File: src/rtl/rch_pkg.sv
// Shared constants and types for the remote-control handshake.
// Assumes one 50 MHz clock on both ends.
package rch_pkg;
  // ----------------------------------------------------------------
  // Clock and millisecond tick
  // ----------------------------------------------------------------
  localparam int unsigned CLK_HZ = 50_000_000;
  localparam int unsigned MS_HZ = 1000;
  localparam int unsigned CLK_PER_MS = CLK_HZ / MS_HZ;
  localparam int unsigned MS_W = 14;
  // ----------------------------------------------------------------
  // Times in ms
  // ----------------------------------------------------------------
  localparam int unsigned T_STROBE_MS = 50;
  localparam int unsigned T_ATTACH_MS = 1;
  localparam int unsigned T_BUSY_STD_MS = 50;
  localparam int unsigned T_BUSY_SLOT_MS = 100;
  localparam int unsigned T_BUSY_AREA_MS = 8000;
  localparam int unsigned T_BUSY_SAME_MS = 50;
  localparam int unsigned T_ACK_STD_MS = 1;
  localparam int unsigned T_ACK_SLOT_MS = 5;
  localparam int unsigned T_RES_MS = 50;
  localparam int unsigned T_READY_MS = 1;
  localparam int unsigned T_SLOT_CMD_MS = 1;
  localparam int unsigned T_SLOT_GAP_MS = 10;
  localparam int unsigned T_ADV_CMD_MS = 1;
  localparam int unsigned T_ADV_GAP_MS = 1;
  // ----------------------------------------------------------------
  // Strobe vector layout and reset values
  // ----------------------------------------------------------------
  localparam int unsigned N_STROBE = 9;
  localparam int unsigned IDX_VERIFY = 0;
  localparam int unsigned IDX_START = 1;
  localparam int unsigned IDX_CONFIRM = 2;
  localparam int unsigned IDX_ABORT = 3;
  localparam int unsigned IDX_ADVANCE = 4;
  localparam int unsigned IDX_ACK = 5;
  localparam int unsigned IDX_SLOT0 = 6;
  localparam int unsigned SLOT_W = 3;
  localparam logic STROBE_IDLE = 1'b1;
  localparam logic [SLOT_W-1:0] SLOT_RST = 3'h0;
  // ----------------------------------------------------------------
  // Types
  // ----------------------------------------------------------------
  typedef enum logic [1:0] {
    MODE_STD = 2'b00,
    MODE_SLOT = 2'b01,
    MODE_SIMPLE = 2'b10
  } rch_mode_t;
  typedef enum logic [2:0] {
    CMD_VERIFY = 3'b000,
    CMD_START = 3'b001,
    CMD_CONFIRM = 3'b010,
    CMD_ABORT = 3'b011,
    CMD_ADVANCE = 3'b100,
    CMD_SLOT = 3'b101
  } rch_cmd_t;
endpackage

File: src/rtl/rch_if.sv
// Remote-control pins between programmer and controller.
// All strobes and result lines are active low; testbench joins ends.
interface rch_if;
  logic host_attached;
  logic busy;
  logic result_ok_n;
  logic result_fail_n;
  logic verify_cmd_n;
  logic start_n;
  logic confirm_key_n;
  logic abort_n;
  logic advance_program_n;
  logic result_ack_n;
  logic slot_select_bit_zero_n;
  logic slot_select_bit_one_n;
  logic slot_select_bit_two_n;
  modport dev (
    output host_attached, busy, result_ok_n, result_fail_n,
    input verify_cmd_n, start_n, confirm_key_n, abort_n,
    input advance_program_n, result_ack_n,
    input slot_select_bit_zero_n, slot_select_bit_one_n,
    input slot_select_bit_two_n
  );
  modport host (
    input host_attached, busy, result_ok_n, result_fail_n,
    output verify_cmd_n, start_n, confirm_key_n, abort_n,
    output advance_program_n, result_ack_n,
    output slot_select_bit_zero_n, slot_select_bit_one_n,
    output slot_select_bit_two_n
  );
endinterface

File: src/rtl/rch_device.sv
// Programmer end of the remote-control handshake.
// Assumes strobes synchronous to mclk; the job itself runs outside.

// Functional notes
// Controller holds strobes low at least 50 ms
// Controller waits 1 ms after attach
// Busy within 50/100 ms of command
// Simple: busy 8000 ms area change, else 50
// Ack only after busy low 1/5 ms
// Result line low within 50 ms of ack
// Standard: ready 1 ms after busy falls
// Slot select 1 ms before command
// Slot select 10 ms after busy falls
// Advance 1 ms before command
// Advance 1 ms after busy falls
// Active-low, filtered inputs; busy spans operation
module rch_device #(
  parameter int unsigned TICK_CYC = rch_pkg::CLK_PER_MS,
  parameter int unsigned GLITCH_CYC = 16,
  parameter int unsigned AREA_MS = 20
) (
  input wire logic mclk,
  input wire logic rst_n,
  rch_if.dev link,
  input wire rch_pkg::rch_mode_t mode,
  input wire logic attach_req,
  input wire logic op_done,
  input wire logic op_pass,
  output logic op_start,
  output rch_pkg::rch_cmd_t op_code,
  output logic op_abort,
  output logic area_advance,
  output logic [rch_pkg::SLOT_W-1:0] slot_num
);
  localparam int unsigned N = rch_pkg::N_STROBE;
  localparam int unsigned MW = rch_pkg::MS_W;
  localparam int unsigned TW = $clog2(TICK_CYC);
  localparam int unsigned GW = $clog2(GLITCH_CYC + 1);
  localparam int unsigned S0 = rch_pkg::IDX_SLOT0;

  typedef enum logic [1:0] {
    D_IDLE = 2'b00,
    D_DELAY = 2'b01,
    D_RUN = 2'b10
  } rch_dstate_t;

  // ----------------------------------------------------------------
  // Millisecond tick
  // ----------------------------------------------------------------
  logic [TW-1:0] tick_cnt_reg;
  logic tick;
  assign tick = (tick_cnt_reg == TW'(TICK_CYC - 1));

  always_ff @(posedge mclk or negedge rst_n) begin
    if (!rst_n) begin
      tick_cnt_reg <= '0;
    end else if (tick) begin
      tick_cnt_reg <= '0;
    end else begin
      tick_cnt_reg <= tick_cnt_reg + 1'b1;
    end
  end

  // ----------------------------------------------------------------
  // Strobe filters
  // ----------------------------------------------------------------
  logic [N-1:0] raw_n;
  logic [N-1:0] low_w;
  logic [N-1:0] low_dly_reg;
  logic [N-1:0] fall;
  assign raw_n = {link.slot_select_bit_two_n,
                  link.slot_select_bit_one_n,
                  link.slot_select_bit_zero_n,
                  link.result_ack_n, link.advance_program_n,
                  link.abort_n, link.confirm_key_n,
                  link.start_n, link.verify_cmd_n};

  // A strobe counts once it stays low GLITCH_CYC + 1 cycles in a row
  genvar gi;
  for (gi = 0; gi < N; gi++) begin : g_flt
    logic samp_reg;
    logic low_reg;
    logic [GW-1:0] cnt_reg;
    always_ff @(posedge mclk or negedge rst_n) begin
      if (!rst_n) begin
        samp_reg <= rch_pkg::STROBE_IDLE;
        low_reg <= 1'b0;
        cnt_reg <= '0;
      end else begin
        samp_reg <= raw_n[gi];
        if (samp_reg) begin
          cnt_reg <= '0;
          low_reg <= 1'b0;
        end else if (cnt_reg == GW'(GLITCH_CYC)) begin
          low_reg <= 1'b1;
        end else begin
          cnt_reg <= cnt_reg + 1'b1;
        end
      end
    end
    assign low_w[gi] = low_reg;
  end

  always_ff @(posedge mclk or negedge rst_n) begin
    if (!rst_n) begin
      low_dly_reg <= '0;
    end else begin
      low_dly_reg <= low_w;
    end
  end
  assign fall = low_w & ~low_dly_reg;

  // ----------------------------------------------------------------
  // Attach indication and settle guard
  // ----------------------------------------------------------------
  logic attached_reg;
  logic [MW-1:0] att_cnt_reg;
  logic att_ok;
  assign att_ok = (att_cnt_reg >= MW'(rch_pkg::T_ATTACH_MS));

  always_ff @(posedge mclk or negedge rst_n) begin
    if (!rst_n) begin
      attached_reg <= 1'b0;
      att_cnt_reg <= '0;
    end else begin
      attached_reg <= attach_req;
      if (!attached_reg) begin
        att_cnt_reg <= '0;
      end else if (tick && !att_ok) begin
        att_cnt_reg <= att_cnt_reg + 1'b1;
      end
    end
  end

  // ----------------------------------------------------------------
  // Command decode
  // ----------------------------------------------------------------
  rch_dstate_t state_reg;
  logic busy_reg;
  logic area_chg_reg;
  logic [MW-1:0] dly_cnt_reg;
  logic cmd_hit;
  logic accept;
  logic end_evt;
  logic end_pass;
  logic do_abort;
  rch_pkg::rch_cmd_t cmd_sel;

  // Idle state means ready at once after busy falls
  assign cmd_hit = fall[rch_pkg::IDX_VERIFY] |
                   fall[rch_pkg::IDX_START] |
                   fall[rch_pkg::IDX_CONFIRM];
  assign accept = (state_reg == D_IDLE) && att_ok && cmd_hit;
  assign do_abort = fall[rch_pkg::IDX_ABORT] && att_ok &&
                    (state_reg != D_IDLE);
  assign end_evt = ((state_reg == D_RUN) && op_done) || do_abort;
  assign end_pass = op_pass && !do_abort;

  always_comb begin
    if (fall[rch_pkg::IDX_VERIFY]) begin
      cmd_sel = rch_pkg::CMD_VERIFY;
    end else if (fall[rch_pkg::IDX_START]) begin
      cmd_sel = rch_pkg::CMD_START;
    end else begin
      cmd_sel = rch_pkg::CMD_CONFIRM;
    end
  end

  // ----------------------------------------------------------------
  // Operation sequencer
  // ----------------------------------------------------------------
  // Busy rises the cycle after accept, or AREA_MS later after an area change in simple mode, well inside 50 and 100 ms
  always_ff @(posedge mclk or negedge rst_n) begin
    if (!rst_n) begin
      state_reg <= D_IDLE;
      busy_reg <= 1'b0;
      dly_cnt_reg <= '0;
      op_start <= 1'b0;
      op_abort <= 1'b0;
      op_code <= rch_pkg::CMD_VERIFY;
    end else begin
      op_start <= 1'b0;
      op_abort <= do_abort;
      case (state_reg)
        D_IDLE: begin
          if (accept) begin
            op_code <= cmd_sel;
            dly_cnt_reg <= '0;
            if (mode == rch_pkg::MODE_SIMPLE && area_chg_reg) begin
              state_reg <= D_DELAY;
            end else begin
              state_reg <= D_RUN;
              busy_reg <= 1'b1;
              op_start <= 1'b1;
            end
          end
        end
        D_DELAY: begin
          if (do_abort) begin
            state_reg <= D_IDLE;
          end else if (dly_cnt_reg >= MW'(AREA_MS)) begin
            state_reg <= D_RUN;
            busy_reg <= 1'b1;
            op_start <= 1'b1;
          end else if (tick) begin
            dly_cnt_reg <= dly_cnt_reg + 1'b1;
          end
        end
        D_RUN: begin
          if (end_evt) begin
            state_reg <= D_IDLE;
            busy_reg <= 1'b0;
          end
        end
        default: begin
          state_reg <= D_IDLE;
          busy_reg <= 1'b0;
        end
      endcase
    end
  end

  // ----------------------------------------------------------------
  // Result lines
  // ----------------------------------------------------------------
  logic res_valid_reg;
  logic res_pass_reg;
  logic ok_n_reg;
  logic fail_n_reg;

  always_ff @(posedge mclk or negedge rst_n) begin
    if (!rst_n) begin
      res_valid_reg <= 1'b0;
      res_pass_reg <= 1'b0;
      ok_n_reg <= 1'b1;
      fail_n_reg <= 1'b1;
    end else begin
      if (accept) begin
        res_valid_reg <= 1'b0;
        ok_n_reg <= 1'b1;
        fail_n_reg <= 1'b1;
      end else if (end_evt) begin
        res_valid_reg <= 1'b1;
        res_pass_reg <= end_pass;
      end
      // Ack is answered on the next edge, far below 50 ms
      if (fall[rch_pkg::IDX_ACK] && res_valid_reg && !accept) begin
        ok_n_reg <= ~res_pass_reg;
        fail_n_reg <= res_pass_reg;
      end
    end
  end

  // ----------------------------------------------------------------
  // Slot select and program area
  // ----------------------------------------------------------------
  logic [rch_pkg::SLOT_W-1:0] slot_reg;
  logic slot_fall;
  logic adv_hit;
  assign slot_fall = |fall[S0 +: rch_pkg::SLOT_W];
  assign adv_hit = fall[rch_pkg::IDX_ADVANCE] && att_ok &&
                   (mode == rch_pkg::MODE_SIMPLE) &&
                   (state_reg == D_IDLE);

  always_ff @(posedge mclk or negedge rst_n) begin
    if (!rst_n) begin
      slot_reg <= rch_pkg::SLOT_RST;
    end else if (slot_fall && att_ok &&
                 mode == rch_pkg::MODE_SLOT) begin
      slot_reg <= low_w[S0 +: rch_pkg::SLOT_W];
    end
  end

  // A new advance in the same cycle as accept is kept
  always_ff @(posedge mclk or negedge rst_n) begin
    if (!rst_n) begin
      area_chg_reg <= 1'b0;
      area_advance <= 1'b0;
    end else begin
      area_advance <= adv_hit;
      if (adv_hit) begin
        area_chg_reg <= 1'b1;
      end else if (accept) begin
        area_chg_reg <= 1'b0;
      end
    end
  end

  assign link.host_attached = attached_reg;
  assign link.busy = busy_reg;
  assign link.result_ok_n = ok_n_reg;
  assign link.result_fail_n = fail_n_reg;
  assign slot_num = slot_reg;
endmodule // rch_device

File: src/flat_wrapper.sv
// flat-port wrapper written by rule: the top's interface ports become plain ports
module rch_device_flat 
#(
  parameter int unsigned TICK_CYC = rch_pkg::CLK_PER_MS,
  parameter int unsigned GLITCH_CYC = 16,
  parameter int unsigned AREA_MS = 20
)
  (mclk, rst_n, mode, attach_req, op_done, op_pass, op_start, op_code, op_abort, area_advance, slot_num, link_host_attached, link_busy, link_result_ok_n, link_result_fail_n, link_verify_cmd_n, link_start_n, link_confirm_key_n, link_abort_n, link_advance_program_n, link_result_ack_n, link_slot_select_bit_zero_n, link_slot_select_bit_one_n, link_slot_select_bit_two_n);
  rch_if link_i ();
  input wire logic mclk;
  input wire logic rst_n;
  input wire rch_pkg::rch_mode_t mode;
  input wire logic attach_req;
  input wire logic op_done;
  input wire logic op_pass;
  output logic op_start;
  output rch_pkg::rch_cmd_t op_code;
  output logic op_abort;
  output logic area_advance;
  output logic [rch_pkg::SLOT_W-1:0] slot_num;
  output wire logic [$bits(link_i.host_attached)-1:0] link_host_attached;
  output wire logic [$bits(link_i.busy)-1:0] link_busy;
  output wire logic [$bits(link_i.result_ok_n)-1:0] link_result_ok_n;
  output wire logic [$bits(link_i.result_fail_n)-1:0] link_result_fail_n;
  input wire logic [$bits(link_i.verify_cmd_n)-1:0] link_verify_cmd_n;
  input wire logic [$bits(link_i.start_n)-1:0] link_start_n;
  input wire logic [$bits(link_i.confirm_key_n)-1:0] link_confirm_key_n;
  input wire logic [$bits(link_i.abort_n)-1:0] link_abort_n;
  input wire logic [$bits(link_i.advance_program_n)-1:0] link_advance_program_n;
  input wire logic [$bits(link_i.result_ack_n)-1:0] link_result_ack_n;
  input wire logic [$bits(link_i.slot_select_bit_zero_n)-1:0] link_slot_select_bit_zero_n;
  input wire logic [$bits(link_i.slot_select_bit_one_n)-1:0] link_slot_select_bit_one_n;
  input wire logic [$bits(link_i.slot_select_bit_two_n)-1:0] link_slot_select_bit_two_n;
  assign link_host_attached = link_i.host_attached;
  assign link_busy = link_i.busy;
  assign link_result_ok_n = link_i.result_ok_n;
  assign link_result_fail_n = link_i.result_fail_n;
  assign link_i.verify_cmd_n = link_verify_cmd_n;
  assign link_i.start_n = link_start_n;
  assign link_i.confirm_key_n = link_confirm_key_n;
  assign link_i.abort_n = link_abort_n;
  assign link_i.advance_program_n = link_advance_program_n;
  assign link_i.result_ack_n = link_result_ack_n;
  assign link_i.slot_select_bit_zero_n = link_slot_select_bit_zero_n;
  assign link_i.slot_select_bit_one_n = link_slot_select_bit_one_n;
  assign link_i.slot_select_bit_two_n = link_slot_select_bit_two_n;
  rch_device #(.TICK_CYC(TICK_CYC), .GLITCH_CYC(GLITCH_CYC), .AREA_MS(AREA_MS)) u_core (.mclk(mclk), .rst_n(rst_n), .link(link_i), .mode(mode), .attach_req(attach_req), .op_done(op_done), .op_pass(op_pass), .op_start(op_start), .op_code(op_code), .op_abort(op_abort), .area_advance(area_advance), .slot_num(slot_num));
endmodule
File: config.mk
export PLATFORM = sky130hd
export DESIGN_NAME = rch_device_flat
export DESIGN_NICKNAME = d
export VERILOG_FILES = /design/src/rtl/rch_pkg.sv /design/src/rtl/rch_if.sv /design/src/rtl/rch_device.sv /design/src/flat_wrapper.sv
export SDC_FILE = /design/constraint.sdc
export NUM_CORES = 1
export LEC_CHECK = 0
export BUFFER_PORTS_ARGS = -buffer_cell sky130_fd_sc_hd__buf_2
export CELL_PAD_IN_SITES_DETAIL_PLACEMENT = 1
export CELL_PAD_IN_SITES_GLOBAL_PLACEMENT = 1
export CORE_UTILIZATION = 53
export CTS_BUF_LIST = sky130_fd_sc_hd__clkbuf_16
export DETAILED_ROUTE_END_ITERATION = 8
export PLACE_DENSITY = 0.9
export SLEW_MARGIN = 40
export SYNTH_ARGS = -nofsm -noshare
export SYNTH_HDL_FRONTEND = slang
export SYNTH_SLANG_ARGS = --single-unit
File: constraint.sdc
create_clock -name mclk -period 6.7 [get_ports mclk]
set_input_delay 0 -clock mclk [delete_from_list [all_inputs] [get_ports mclk]]
set_output_delay 0 -clock mclk [all_outputs]
set_load 0.01 [all_outputs]
### Word level (Yosys, flattened, before mapping)

Index checks and enable logic that the tools add are counted.
Widths: inputs -> output; s select.

| cells by class | value |
|---|---|
| $add $sub $neg | 12 |
| $lt $le $gt $ge | 2 |
| equal/unequal tests | 32 |
| multiplexer cells | 70 |
| bitwise logic cells | 6 |
| reduce and logical (&&, ||, !) cells | 40 |

Operator list:

| operator | count |
|---|---|
| $mux 5 | 18 |
| $mux 14 | 6 |
| $add 5x1->5 const B | 9 |
| $eq 5x5->1 const B | 9 |
| $mux 1 | 34 |
| $add 14x1->14 const B | 2 |
| $pmux 14 s2 | 1 |
| $reduce_bool 2->1 | 14 |
| $ne 2x1->1 const B | 13 |
| $add 16x1->16 const B | 1 |
| $eq 16x16->1 const B | 1 |
| $mux 16 | 1 |
| $logic_and 1x1->1 | 15 |
| $ge 14x1->1 const B | 1 |
| $ge 14x5->1 const B | 1 |
| $mux 2 | 6 |
| $reduce_and 5->1 | 2 |
| $and 9x9->9 | 1 |
| $not 9->9 | 1 |
| $ne 2x2->1 const B | 4 |
| $pmux 2 s3 | 1 |
| $eq 2x1->1 const B | 2 |
| $eq 2x2->1 const B | 2 |
| $reduce_and 2->1 | 2 |
| other kinds (11) | 15 |

| word-level totals | value |
|---|---|
| register bits after elaboration | 134 |
| bits of input ports | 16 |
| output and inout port bits | 13 |
| logic and storage cells | 206 |

### Depth between registers and ports, before layout

Gate-level depths: netlist of run 1.

| depth | value |
|---|---|
| depth after elaboration | 8 |
| gate-level depth with buffers | 8 |
| depth with buffers taken out | 6 |

### Worst setup path before layout of run 1

Ideal clock, no wire load.

| timing path | value |
|---|---|
| path type | register to register |
| start | register u_core.att_cnt_reg[0] |
| end | register u_core.dly_cnt_reg[2] |
| library setup time | 79 ps |
| arrival | 2,296 ps |
| data required time | 6,621 ps |
| setup slack | 4,324 ps |
| stages on the path, launching flop included | 6 |
| buffers on the path | 0 |
| clock period less this slack | 2,376 ps |
| path through | dfrtp_1 -> ha_1 -> or4_4 -> or4b_4 -> a2111oi_4 -> mux2i_1 |

| on the way | value |
|---|---|
| word-level cells in the longest chain between the ends | 5 |
| elaborated cells on any way between the ends | 8 |
| those cells by class | order compare (1); eq/ne (2); reduce/logical (5) |

Ends and longest elaborated chain:

| element | line | RTL |
|---|---|---|
| start, declared | rch_device.sv:117 | `logic [MW-1:0] att_cnt_reg;` |
| start signal, assigned | rch_device.sv:130 | `att_cnt_reg <= att_cnt_reg + 1'b1;` |
| $ge 14x1->1 * | rch_device.sv:119 | `assign att_ok = (att_cnt_reg >= MW'(rch_pkg::T_ATTACH_MS));` |
| $logic_and 1x1->1 (on tied branches) (2 in a row) | rch_device.sv:153, rch_device.sv:154 |  |
| $ne 2x1->1 (no line) / $ne 2x2->1 (equally long branches) | -- |  |
| $reduce_and 5->1 (no line) * | -- |  |
| end signal, assigned | rch_device.sv:206 | `dly_cnt_reg <= dly_cnt_reg + 1'b1;` |
| end, declared | rch_device.sv:141 | `logic [MW-1:0] dly_cnt_reg;` |

Every way passes the cells marked *; elsewhere a longest branch is shown, timed or not.
A chain may end at the register's enable or synchronous reset.

### Worst setup path in the final report of run 1

| timing path | value |
|---|---|
| start | register u_core.att_cnt_reg[0] |
| end | register u_core.state_reg[1] |

| on the way | value |
|---|---|
| word-level cells in the longest chain between the ends | 6 |
| elaborated cells on any way between the ends | 12 |
| those cells by class | order compare (1); eq/ne (3); mux (2); reduce/logical (6) |

Ends and longest elaborated chain:

| element | line | RTL |
|---|---|---|
| $ge 14x1->1 * | rch_device.sv:119 |  |
| $logic_and 1x1->1 (2 in a row) | rch_device.sv:154 | `assign do_abort = fall[rch_pkg::IDX_ABORT] && att_ok &&` |
| $logic_or 1x1->1 | rch_device.sv:156 | `assign end_evt = ((state_reg == D_RUN) && op_done) \|\| do_abort;` |
| $ne 2x1->1 (no line) | -- |  |
| $reduce_and 3->1 (no line) | -- |  |
| end signal, assigned | rch_device.sv:175 | `state_reg <= D_IDLE;` |
| end signal, assigned | rch_device.sv:190 | `state_reg <= D_DELAY;` |
| end signal, assigned | rch_device.sv:192 | `state_reg <= D_RUN;` |
| end, declared | rch_device.sv:138 | `rch_dstate_t state_reg;` |

Marked as above.

==> results.ini, run 1 <==
[run_status]
outcome=completed

[pwr]
power_density_mw_per_mm2=275
pwr-share-comb_pct=4.2
irDropWorstVdd_mv=0.162
p_sw_mw=0.439
pwr-share-seq_pct=45.1
p_clk_share_pct=50.7
p_sw_share_pct=23.4
p_int_mw=1.43
p_leak_nw=3.18

[global_routing]
antenna_found_initial=0
grt_max_degree=49
gr-total-overflow=0
track_usage_pct=31.5
first_global_vias=4700
grt_pass1_wl_mm=26.1

[worst_setup_path]
path_max_fanout=19
reg2reg_to=u_core.state_reg[1]
end_kind=flop
worstPathRequired_ps=6970
cp.arrival_ps=3170
startpoint_type=flop
r2r_cells=5
ff2ff_setup_slack_ps=3800
critical_path_class=reg -> reg
reg2reg_from=u_core.att_cnt_reg[0]

[finish]
largest_register_ffs=45
antenna_cells=0
area_delta_synth_final_pct=18.1
seqCellArea_mm2=0.00334
multi_input_area_mm2=0.00231
stdcell_count=697
final_layout_size_suffix_gt1_share_pct=15.7
n_fill_cell=1056
nets=588

[clock_tree]
htreeDepth=4
clkTransAtPathRegs_ps=60
clkLatencyLatePin_ps=430
clock-sinks=133
cts_hold_buf=14
cts_setup_buffers=0
post_cts_resized=0
cts-root-buf=clkbuf_16
tritoncts=done
cts_made_buffers=17
cts_buffer_depth=2

[yosys]
synth_most_common_cell=dfrtp_1
ys.flop_type=dfrtp_1
yosysTopAreaCellShare_pct=52.8
yosysUniqueCellTypes=51
yosysTopAreaCell=dfrtp_1
seq_area_frac_synth_pct=57.9
synth_edf_count=0
synthArstFlopShare_pct=100
syn_inst=496
ys_warn_count=0
ys_top_cells_by_area=dfrtp_1 (53%), ha_1 (5.2%), dfstp_2 (5.0%), nor2_1 (4.5%), xnor2_1 (3.8%)
syn_avg_cell_area_um2=11.6
synthTopCellsByCount=dfrtp_1 (122), nor2_1 (70), inv_1 (32)
syn-num-nets=536
synth_seq_cells=133
netlist_area_mm2=0.00578

[hold_path]
min_from=mode[1]
hp-class=in -> reg
whs_endpoint=u_core.area_advance
min_path_cells=3

[timing]
rsz0062_at_grt=no
fin_crit_sh_pct=43.3
tns_ps=0
finalSetupViolations=0
max_freq_ghz=0.345
skew_ps=11.4
maxSlewViolCount=0
max_slew_margin_pct=46.3
finalHoldViolations=0
tightest_slew_ps=794
fin_crit_ps=2900

[floorplan]
die_area_mm2=0.0113
start_util_pct=55.2
die_width_um=106
fp.dieH_um=106
io_pins=29
row_count=37
core_area_mm2=0.0105

[drt]
wl_met3_um=641
drc=0
drtIter0Drc=252
wl_per_cell_um=22.7
ant_nets=0
vias=4122
avgViaCountPerCell=5.91
dr.pass1.iters=5
drt_wl_total_mm=15.8
dr_wl_met2_mm=8.21
highest_layer=met4
drt-met1-wl_mm=6.23

[flow_run]
cap_violations=0

[placement]
gp_congestion=0.823
port_buffers=27
dp.cells=651
post-dp-hpwl_mm=8.71

==> critical path: stages, from the launching register on <==
cell and delay [ps]:
dfrtp_1 420, ha_1 230, or4_4 580, o41ai_4 670, or2_1 570, o311ai_0 250
==> kinds of logic (layout without fill, tap and decap cells) <==
group | Yosys count | in the layout | share of synthesized area (%)
AOI/OAI and AO/OA | 32 | 32 | 5.02
xor gates and xnor gates | 50 | 50 | 7.58
adders and majority gates | 24 | 24 | 5.20
buffers and inverters | 42 | 107 | 2.88
DFF | 133 | 133 | 57.9
muxes | 18 | 18 | 3.18
other | 1 | 1 | 0.0649
and+or+nand+nor | 196 | 196 | 18.2
==> cell type report <==
cell class | instances | area share (%)
clock buffer | 17 | 6.24
clock inverter | 15 | 2.40
inverter | 32 | 1.76
multi-input combinational | 321 | 33.8
sequential | 133 | 49.0
tap | 136 | 2.49
timing repair buffer | 43 | 4.29
==> routing by layer <==
layer,vias up,GRT usage (%)
li1,1782,-
met3,57,7.23
met2,123,54.3
met1,2160,36.5
met4,0,16.8
met5,-,0
==> power by group through the flow <==
stage,sequential (mW),clock (mW),combinational (mW)
after floorplan,0.851,0,0.0348
after global placement,0.854,0,0.0599
after detailed placement,0.857,0,0.0675
after CTS,0.844,0.952,0.0785
after global routing,0.847,0.990,0.0883
final,0.846,0.950,0.0779
==> how the worst max path moves through the flow <==
stage	start	endpoint	slack, ps	cells after the start
final	u_core.att_cnt_reg[0]	u_core.state_reg[1]	3800	5
after global routing	u_core.att_cnt_reg[1]	u_core.state_reg[1]	3650	6
after detailed placement	u_core.att_cnt_reg[0]	u_core.state_reg[1]	3870	5
after CTS	u_core.att_cnt_reg[0]	u_core.state_reg[1]	3790	5
after global placement	u_core.att_cnt_reg[0]	u_core.state_reg[1]	4100	5
after floorplan	u_core.att_cnt_reg[0]	u_core.dly_cnt_reg[2]	4320	5
==> layout by cell type, fill, tap and decap left out, types with 5 or more instances in the layout <==
cell           netlist  layout
clkbuf_16            0      17
xnor2_1             25      25
nor2b_1              5       5
inv_1               32      33
xor2_1              25      25
nor4bb_2             0       6
dlygate4sd3_1        0      14
mux2i_1             15      15
ha_1                24      24
dfstp_2             11      11
nand2_1              8       8
nand3_1             31      31
buf_2                1      26
nand4_1              6       6
o21ai_0              9       9
a21oi_1              5       5
nor2_1              70      70
nor3_1              21      21
dfrtp_1            122     122
and2_1              21      21
==> stage by stage <==
| step | hold slack, ps | power (mW) | area (um^2) | setup WS, ps | utilization, % |
|---|---|---|---|---|---|
| 2_1_floorplan | -296 | 0.885 | 5780 | 4320 | - |
| 3_3_place_gp | 20.9 | 0.914 | 6050 | 4100 | 57.9 |
| 3_5_place_dp | 35.1 | 0.924 | 6080 | 3870 | 58.1 |
| 4_1_cts | 38.1 | 1.88 | 6810 | 3790 | 65.1 |
| 5_1_grt | 36.5 | 1.93 | 6820 | 3650 | 65.2 |
| 6_report | 56.0 | 1.87 | 6820 | 3800 | 65.2 |
Note: power is estimated with default switching activity, not from simulation.
==> run 2, diff against run 1 <==
--- a/config.mk
+++ b/config.mk
@@ -5,13 +5,14 @@
 export SDC_FILE = /design/constraint.sdc
 export NUM_CORES = 1
 export LEC_CHECK = 0
+export ABC_AREA = 1
 export BUFFER_PORTS_ARGS = -buffer_cell sky130_fd_sc_hd__buf_2
 export CELL_PAD_IN_SITES_DETAIL_PLACEMENT = 1
 export CELL_PAD_IN_SITES_GLOBAL_PLACEMENT = 1
-export CORE_UTILIZATION = 53
+export CORE_UTILIZATION = 47
 export CTS_BUF_LIST = sky130_fd_sc_hd__clkbuf_16
 export DETAILED_ROUTE_END_ITERATION = 8
-export PLACE_DENSITY = 0.9
+export PLACE_DENSITY = 0.84
 export SLEW_MARGIN = 40
 export SYNTH_ARGS = -nofsm -noshare
 export SYNTH_HDL_FRONTEND = slang
==> constraint.sdc (replaced) <==
create_clock -name mclk -period 3.02 [get_ports mclk]
set_input_delay 0 -clock mclk [delete_from_list [all_inputs] [get_ports mclk]]
set_output_delay 0 -clock mclk [all_outputs]
set_load 0.01 [all_outputs]
==> results.ini, run 2 <==
[hold_path]
min_path_cells=6
hp-class=in -> reg

[yosys]
yosysTopAreaCell=dfrtp_1
synth_most_common_cell=dfrtp_1
ys_top_cells_by_area=dfrtp_1 (52%), inv_1 (6.4%), nand2_1 (6.4%), nor2_1 (5.6%), ha_1 (5.1%)
ys_warn_count=0
seq_area_frac_synth_pct=56.9
synth-adder-area-share_pct=5.11
netlist_area_mm2=0.00587
synth_edf_count=0
yosysTopAreaCellShare_pct=52.0
yosysUniqueCellTypes=41
synth_seq_cells=133
synthArstFlopShare_pct=100
synth-simple-area-share_pct=21.1
ys.flop_type=dfrtp_1
synthMuxAreaShare_pct=0
synth_compound_area_share_pct=5.48
syn_avg_cell_area_um2=9.41
synth_xor_area_share_pct=4.03
synth_top_family_by_area=simple AND/OR/NAND/NOR gates
syn_inst=624
syn-num-nets=664
synthTopCellsByCount=dfrtp_1 (122), inv_1 (100), nand2_1 (100)

[timing]
maxSlewViolCount=0
tns_ps=0
finalSetupViolations=0
fin_crit_ps=1970
finalHoldViolations=0
max_slew_margin_pct=55.8
fin_crit_sh_pct=65.1
skew_ps=4.48
tightest_slew_ps=663
max_freq_ghz=0.509
rsz0062_at_grt=no

[drt]
vias=4258
wl_per_cell_um=15.2
avgViaCountPerCell=4.93
drtIter0Drc=240
dr.pass1.iters=4
drt_wl_total_mm=13.1
ant_nets=0
drc=0

[flow_run]
cap_violations=0

[finish]
nets=722
area_delta_synth_final_pct=18.2
stdcell_count=863
n_fill_cell=1424
antenna_cells=0
largest_register_ffs=45
fin_area_mm2=0.00694
final_common_cell=dfrtp_1
final_layout_size_suffix_gt1_share_pct=12.5
final_cell_mix=dfrtp_1 (122), inv_1 (100), nand2_1 (100), nor2_1 (88), nand3_1 (50)

[floorplan]
die_width_um=114
fp.dieH_um=114
core_area_mm2=0.0121
start_util_pct=48.5
row_count=40
die_area_mm2=0.0129
io_pins=29

[worst_setup_path]
end_kind=flop
slowest_stage=dfrtp_1
critical_path_class=reg -> reg
worst-path-buf-inv=3
path_max_fanout=18
cpPeakStageDelay_ps=380
crit_top_cell=inv_1
cp.arrival_ps=2320
r2r_cells=11
cp_top_family=simple AND/OR/NAND/NOR gates
cp_cell_sequence=inv_1 -> ha_1 -> inv_1 -> nor2_1 -> nand2_1 -> nor2_1 -> nand2_2 -> nand3_2 -> o22ai_1 -> inv_1 -> nand2_1
cp_num_cells=11
worstPathRequired_ps=3380
startpoint_type=flop

[clock_tree]
cts_made_buffers=17
post_cts_resized=0
htreeDepth=4
cts-root-buf=clkbuf_16
clkLatencyLatePin_ps=420
cts_setup_buffers=0
cts_buffer_depth=2
clkTransAtPathRegs_ps=60
tritoncts=done
clock-sinks=133

[placement]
port_buffers=27
gp_congestion=0.757
placed_area_mm2=0.00620
post-dp-hpwl_mm=8.43
dp.cells=816

[global_routing]
first_global_vias=4810
grt_pass1_wl_mm=22.6
track_usage_pct=22.9
grt_max_degree=74
gr-total-overflow=0
antenna_found_initial=0

[pwr]
p_sw_mw=0.917
p_int_mw=3.17
pwr-share-seq_pct=45.8
p_clk_share_pct=50.3
p_sw_share_pct=22.4
power_density_mw_per_mm2=589
pwr-share-comb_pct=3.9
irDropWorstVdd_mv=0.396
p_leak_nw=3.55

[run_status]
outcome=completed

==> run 2: power by group through the flow <==
stage / registers, mW / clock network, mW / logic [mW]
2_1_floorplan: 1.89 / 0 / 0.0744
3_3_place_gp: 1.90 / 0 / 0.131
3_5_place_dp: 1.90 / 0 / 0.143
4_1_cts: 1.87 / 2.09 / 0.162
5_1_grt: 1.88 / 2.16 / 0.184
6_report: 1.87 / 2.06 / 0.159
==> run 2: routing by layer <==
metal  track usage (%)  up-vias  share of wire [%]
li1                  -     2059                  -
met4              9.70        0                1.8
met3              4.94       22                2.1
met5                 0        -                  0
met2              43.0       44                 55
met1              24.9     2133                 41
==> run 2: cell families (layout without fill, tap and decap cells) <==
family,count (synthesis),after routing
adder cells (fa/ha/maj),24,24
flip-flops,133,133
XOR/XNOR,27,27
buffers and inverters,106,177
AND/OR/NAND/NOR,276,276
other,1,1
AO/OA/AOI/OAI,57,57
==> run 2: worst register-to-register path: stages, from the launching register on <==
cell     delay (ps)
dfrtp_1         380
inv_1            90
ha_1            200
inv_1            50
nor2_1           40
nand2_1          70
nor2_1           50
nand2_2         140
nand3_2         360
o22ai_1         350
inv_1           100
nand2_1          80
==> run 2: what timing repair did <==
| item | CTS | global route |
|---|---|---|
| hold buffers | 15 | 0 |
| hold endpoints to repair | 78 | 0 |
| setup endpoints to repair | 0 | 0 |
==> run 2: per-stage QoR <==
stage / total power [mW] / hold WS (ps) / setup slack, ps / util [%]
CTS: 4.13 / 93.0 / 1080 / 57.3
global placement: 2.03 / 56.7 / 1230 / 51.2
finish: 4.09 / 84.0 / 1050 / 57.3
floorplan: 1.96 / -296 / 1420 / -
detailed placement: 2.04 / 58.8 / 1110 / 51.2
global route: 4.22 / 138 / 868 / 57.3
==> run 2: final timing paths <==
check | start | slack, ps | to
setup reg to reg | u_core.att_cnt_reg[0] | 1050 | u_core.link.busy
max in group asynchronous | rst_n | 2070 | u_core.g_flt[7].samp_reg
setup / recovery | u_core.att_cnt_reg[0] | 1050 | u_core.link.busy
hold reg to reg | u_core.g_flt[2].low_reg | 380 | u_core.low_dly_reg[2]
min in group asynchronous | rst_n | 170 | u_core.att_cnt_reg[13]
hold / removal | mode[0] | 80 | u_core.state_reg[0]
==> run 2: final cells by class <==
| class | count | area (um^2) | share of cell area (%) |
|---|---|---|---|
| Clock buffer | 17 | 425 | 6.13 |
| Clock inverter | 15 | 164 | 2.36 |
| Inverter | 102 | 385 | 5.55 |
| Multi-Input combinational cell | 385 | 2100 | 30.3 |
| Sequential cell | 133 | 3340 | 48.1 |
| Tap cell | 168 | 210 | 3.03 |
| Timing Repair Buffer | 43 | 312 | 4.49 |
==> run 3, diff against run 2 <==
==> constraint.sdc (replaced) <==
create_clock -name mclk -period 1.9 [get_ports mclk]
set_input_delay 0 -clock mclk [delete_from_list [all_inputs] [get_ports mclk]]
set_output_delay 0 -clock mclk [all_outputs]
set_load 0.01 [all_outputs]
==> results.ini, run 3 (synthesis results as in run 2) <==
[floorplan]
die_width_um=114
fp.dieH_um=114
row_count=40
start_util_pct=48.5
core_area_mm2=0.0121
die_area_mm2=0.0129
io_pins=29

[pwr]
p_sw_share_pct=21.7
p_sw_mw=1.43
pwr-share-comb_pct=4.1
irDropWorstVdd_mv=0.497
power_density_mw_per_mm2=932
p_clk_share_pct=50.7
p_int_mw=5.16
pwr-share-seq_pct=45.2
p_leak_nw=3.60

[drt]
ant_nets=0
dr.pass1.iters=4
drc=0
highest_layer=met4
wl_per_cell_um=16.5
vias=4436
drt_wl_total_mm=14.4
drtIter0Drc=175
drt-met1-wl_mm=5.75
avgViaCountPerCell=5.08
dr_wl_met2_mm=7.93
wl_met3_um=374

[finish]
antenna_cells=0
final_cell_mix=dfrtp_1 (122), nand2_1 (100), inv_1 (98), nor2_1 (88), nand3_1 (47)
largest_register_ffs=45
nets=733
final_layout_size_suffix_gt1_share_pct=14.0
fin_area_mm2=0.00707
area_delta_synth_final_pct=20.4
final_common_cell=dfrtp_1
utilization_pct=58.4

[run_status]
outcome=finished with violations
violations=setup timing

[timing]
fin_crit_ps=1910
finalHoldViolations=0
rsz0062_at_grt=yes
skew_ps=6.60
finalSetupViolations=1
maxSlewViolCount=0
max_slew_margin_pct=63.7
tightest_slew_ps=545
max_freq_ghz=0.525
fin_crit_sh_pct=100
fin_ws_ps=-6.18
holdWs_ps=96.0

[worst_setup_path]
worstPathRequired_ps=2260
end_kind=flop
critical_path_class=reg -> reg
startpoint_type=flop
slowest_stage=dfrtp_1
worst-path-buf-inv=3
cp_top_family=simple AND/OR/NAND/NOR gates
cp_cell_sequence=inv_2 -> ha_1 -> inv_1 -> nor2_1 -> nand2_1 -> nor2_1 -> nand2_2 -> nand3_4 -> inv_4 -> nor2_8 -> nand2_8 -> nand2_8 -> nand2_1 -> nand2_1
path_max_fanout=8
cp.arrival_ps=2270
cpPeakStageDelay_ps=410
crit_top_cell=nand2_1

[clock_tree]
clock-sinks=133
cts_buffer_depth=2
tritoncts=done
cts-root-buf=clkbuf_16
clkTransAtPathRegs_ps=60
clkLatencyLatePin_ps=420
htreeDepth=4
cts_made_buffers=17

[placement]
placed_area_mm2=0.00624
port_buffers=27
post-dp-hpwl_mm=8.99
gp_congestion=0.782
pre_cts_slack_ps=49.2

[flow_run]
cap_violations=0

[global_routing]
first_global_vias=4890
gr-total-overflow=0
track_usage_pct=23.3
grt_pass1_wl_mm=23.0
antenna_found_initial=0
grt_max_degree=57

[hold_path]
hp-class=in -> reg

[run 3: cell types whose count changed in the layout (fill, tap and decap cells not counted), moves of 2 or more]
cell / delta
buf_4: +10
clkinv_1: +3
clkinvlp_4: -3
inv_2: +3
nand3_1: -3
clkinv_2: -2
inv_1: -2
nand2_8: +2
nand3_2: +2
[run 3: final timing paths]
check	slack, ps	to	depth (start not counted)	startpoint
max in group asynchronous	1040	u_core.g_flt[7].samp_reg	3	rst_n
worst max-delay path	-6	u_core.dly_cnt_reg[2]	14	u_core.att_cnt_reg[0]
worst min register to register	370	u_core.low_dly_reg[1]	0	u_core.g_flt[1].low_reg
min in group asynchronous	120	u_core.att_cnt_reg[11]	2	rst_n
worst min-delay path	100	u_core.state_reg[0]	6	mode[0]
worst max register to register	-6	u_core.dly_cnt_reg[2]	14	u_core.att_cnt_reg[0]
[run 3: area by class of cell]
cell class | instances | area (um^2)
fill | 1378 | 5040
sequential | 133 | 3340
clock inverter | 14 | 168
timing repair buffer | 53 | 387
inverter | 102 | 385
clock buffer | 17 | 425
multi-input combinational | 386 | 2150
tap | 168 | 210
[run 3: layer usage]
layer  GRT usage, %  vias to the layer above
met2           42.9                       70
met5              0                        -
met4           9.70                        0
met3           6.43                       33
li1               -                     2092
met1           25.1                     2241
[run 3: stage by stage]
stage	cells	power, mW	TNS (ps)
floorplan	624	3.12	0
global placement	821	3.23	0
detailed placement	821	3.26	0
CTS	867	6.64	0
global route	873	6.80	-2310
finish	873	6.59	-6.18
[run 3: what timing repair did]
action | CTS | global route
resized for setup | 0 | 9
endpoints found under the setup margin | 0 | 21
hold buffers | 15 | 0
endpoints found under the hold margin | 92 | 0
buffers inserted | 0 | 5
[run 3: power groups by stage]
stage          sequential (mW)  combinational, mW  clock, mW
3_3_place_gp              3.01              0.219          0
4_1_cts                   2.98              0.276       3.39
3_5_place_dp              3.02              0.242          0
5_1_grt                   2.99              0.310       3.51
2_1_floorplan             3.00              0.118          0
6_report                  2.98              0.268       3.34
[run 3: tightest hold or removal path, stage by stage]
cell     delay, ps
buf_2           80
inv_1           50
nand2_1        100
nor2_1          70
nand2_1         70
o21ai_0        100
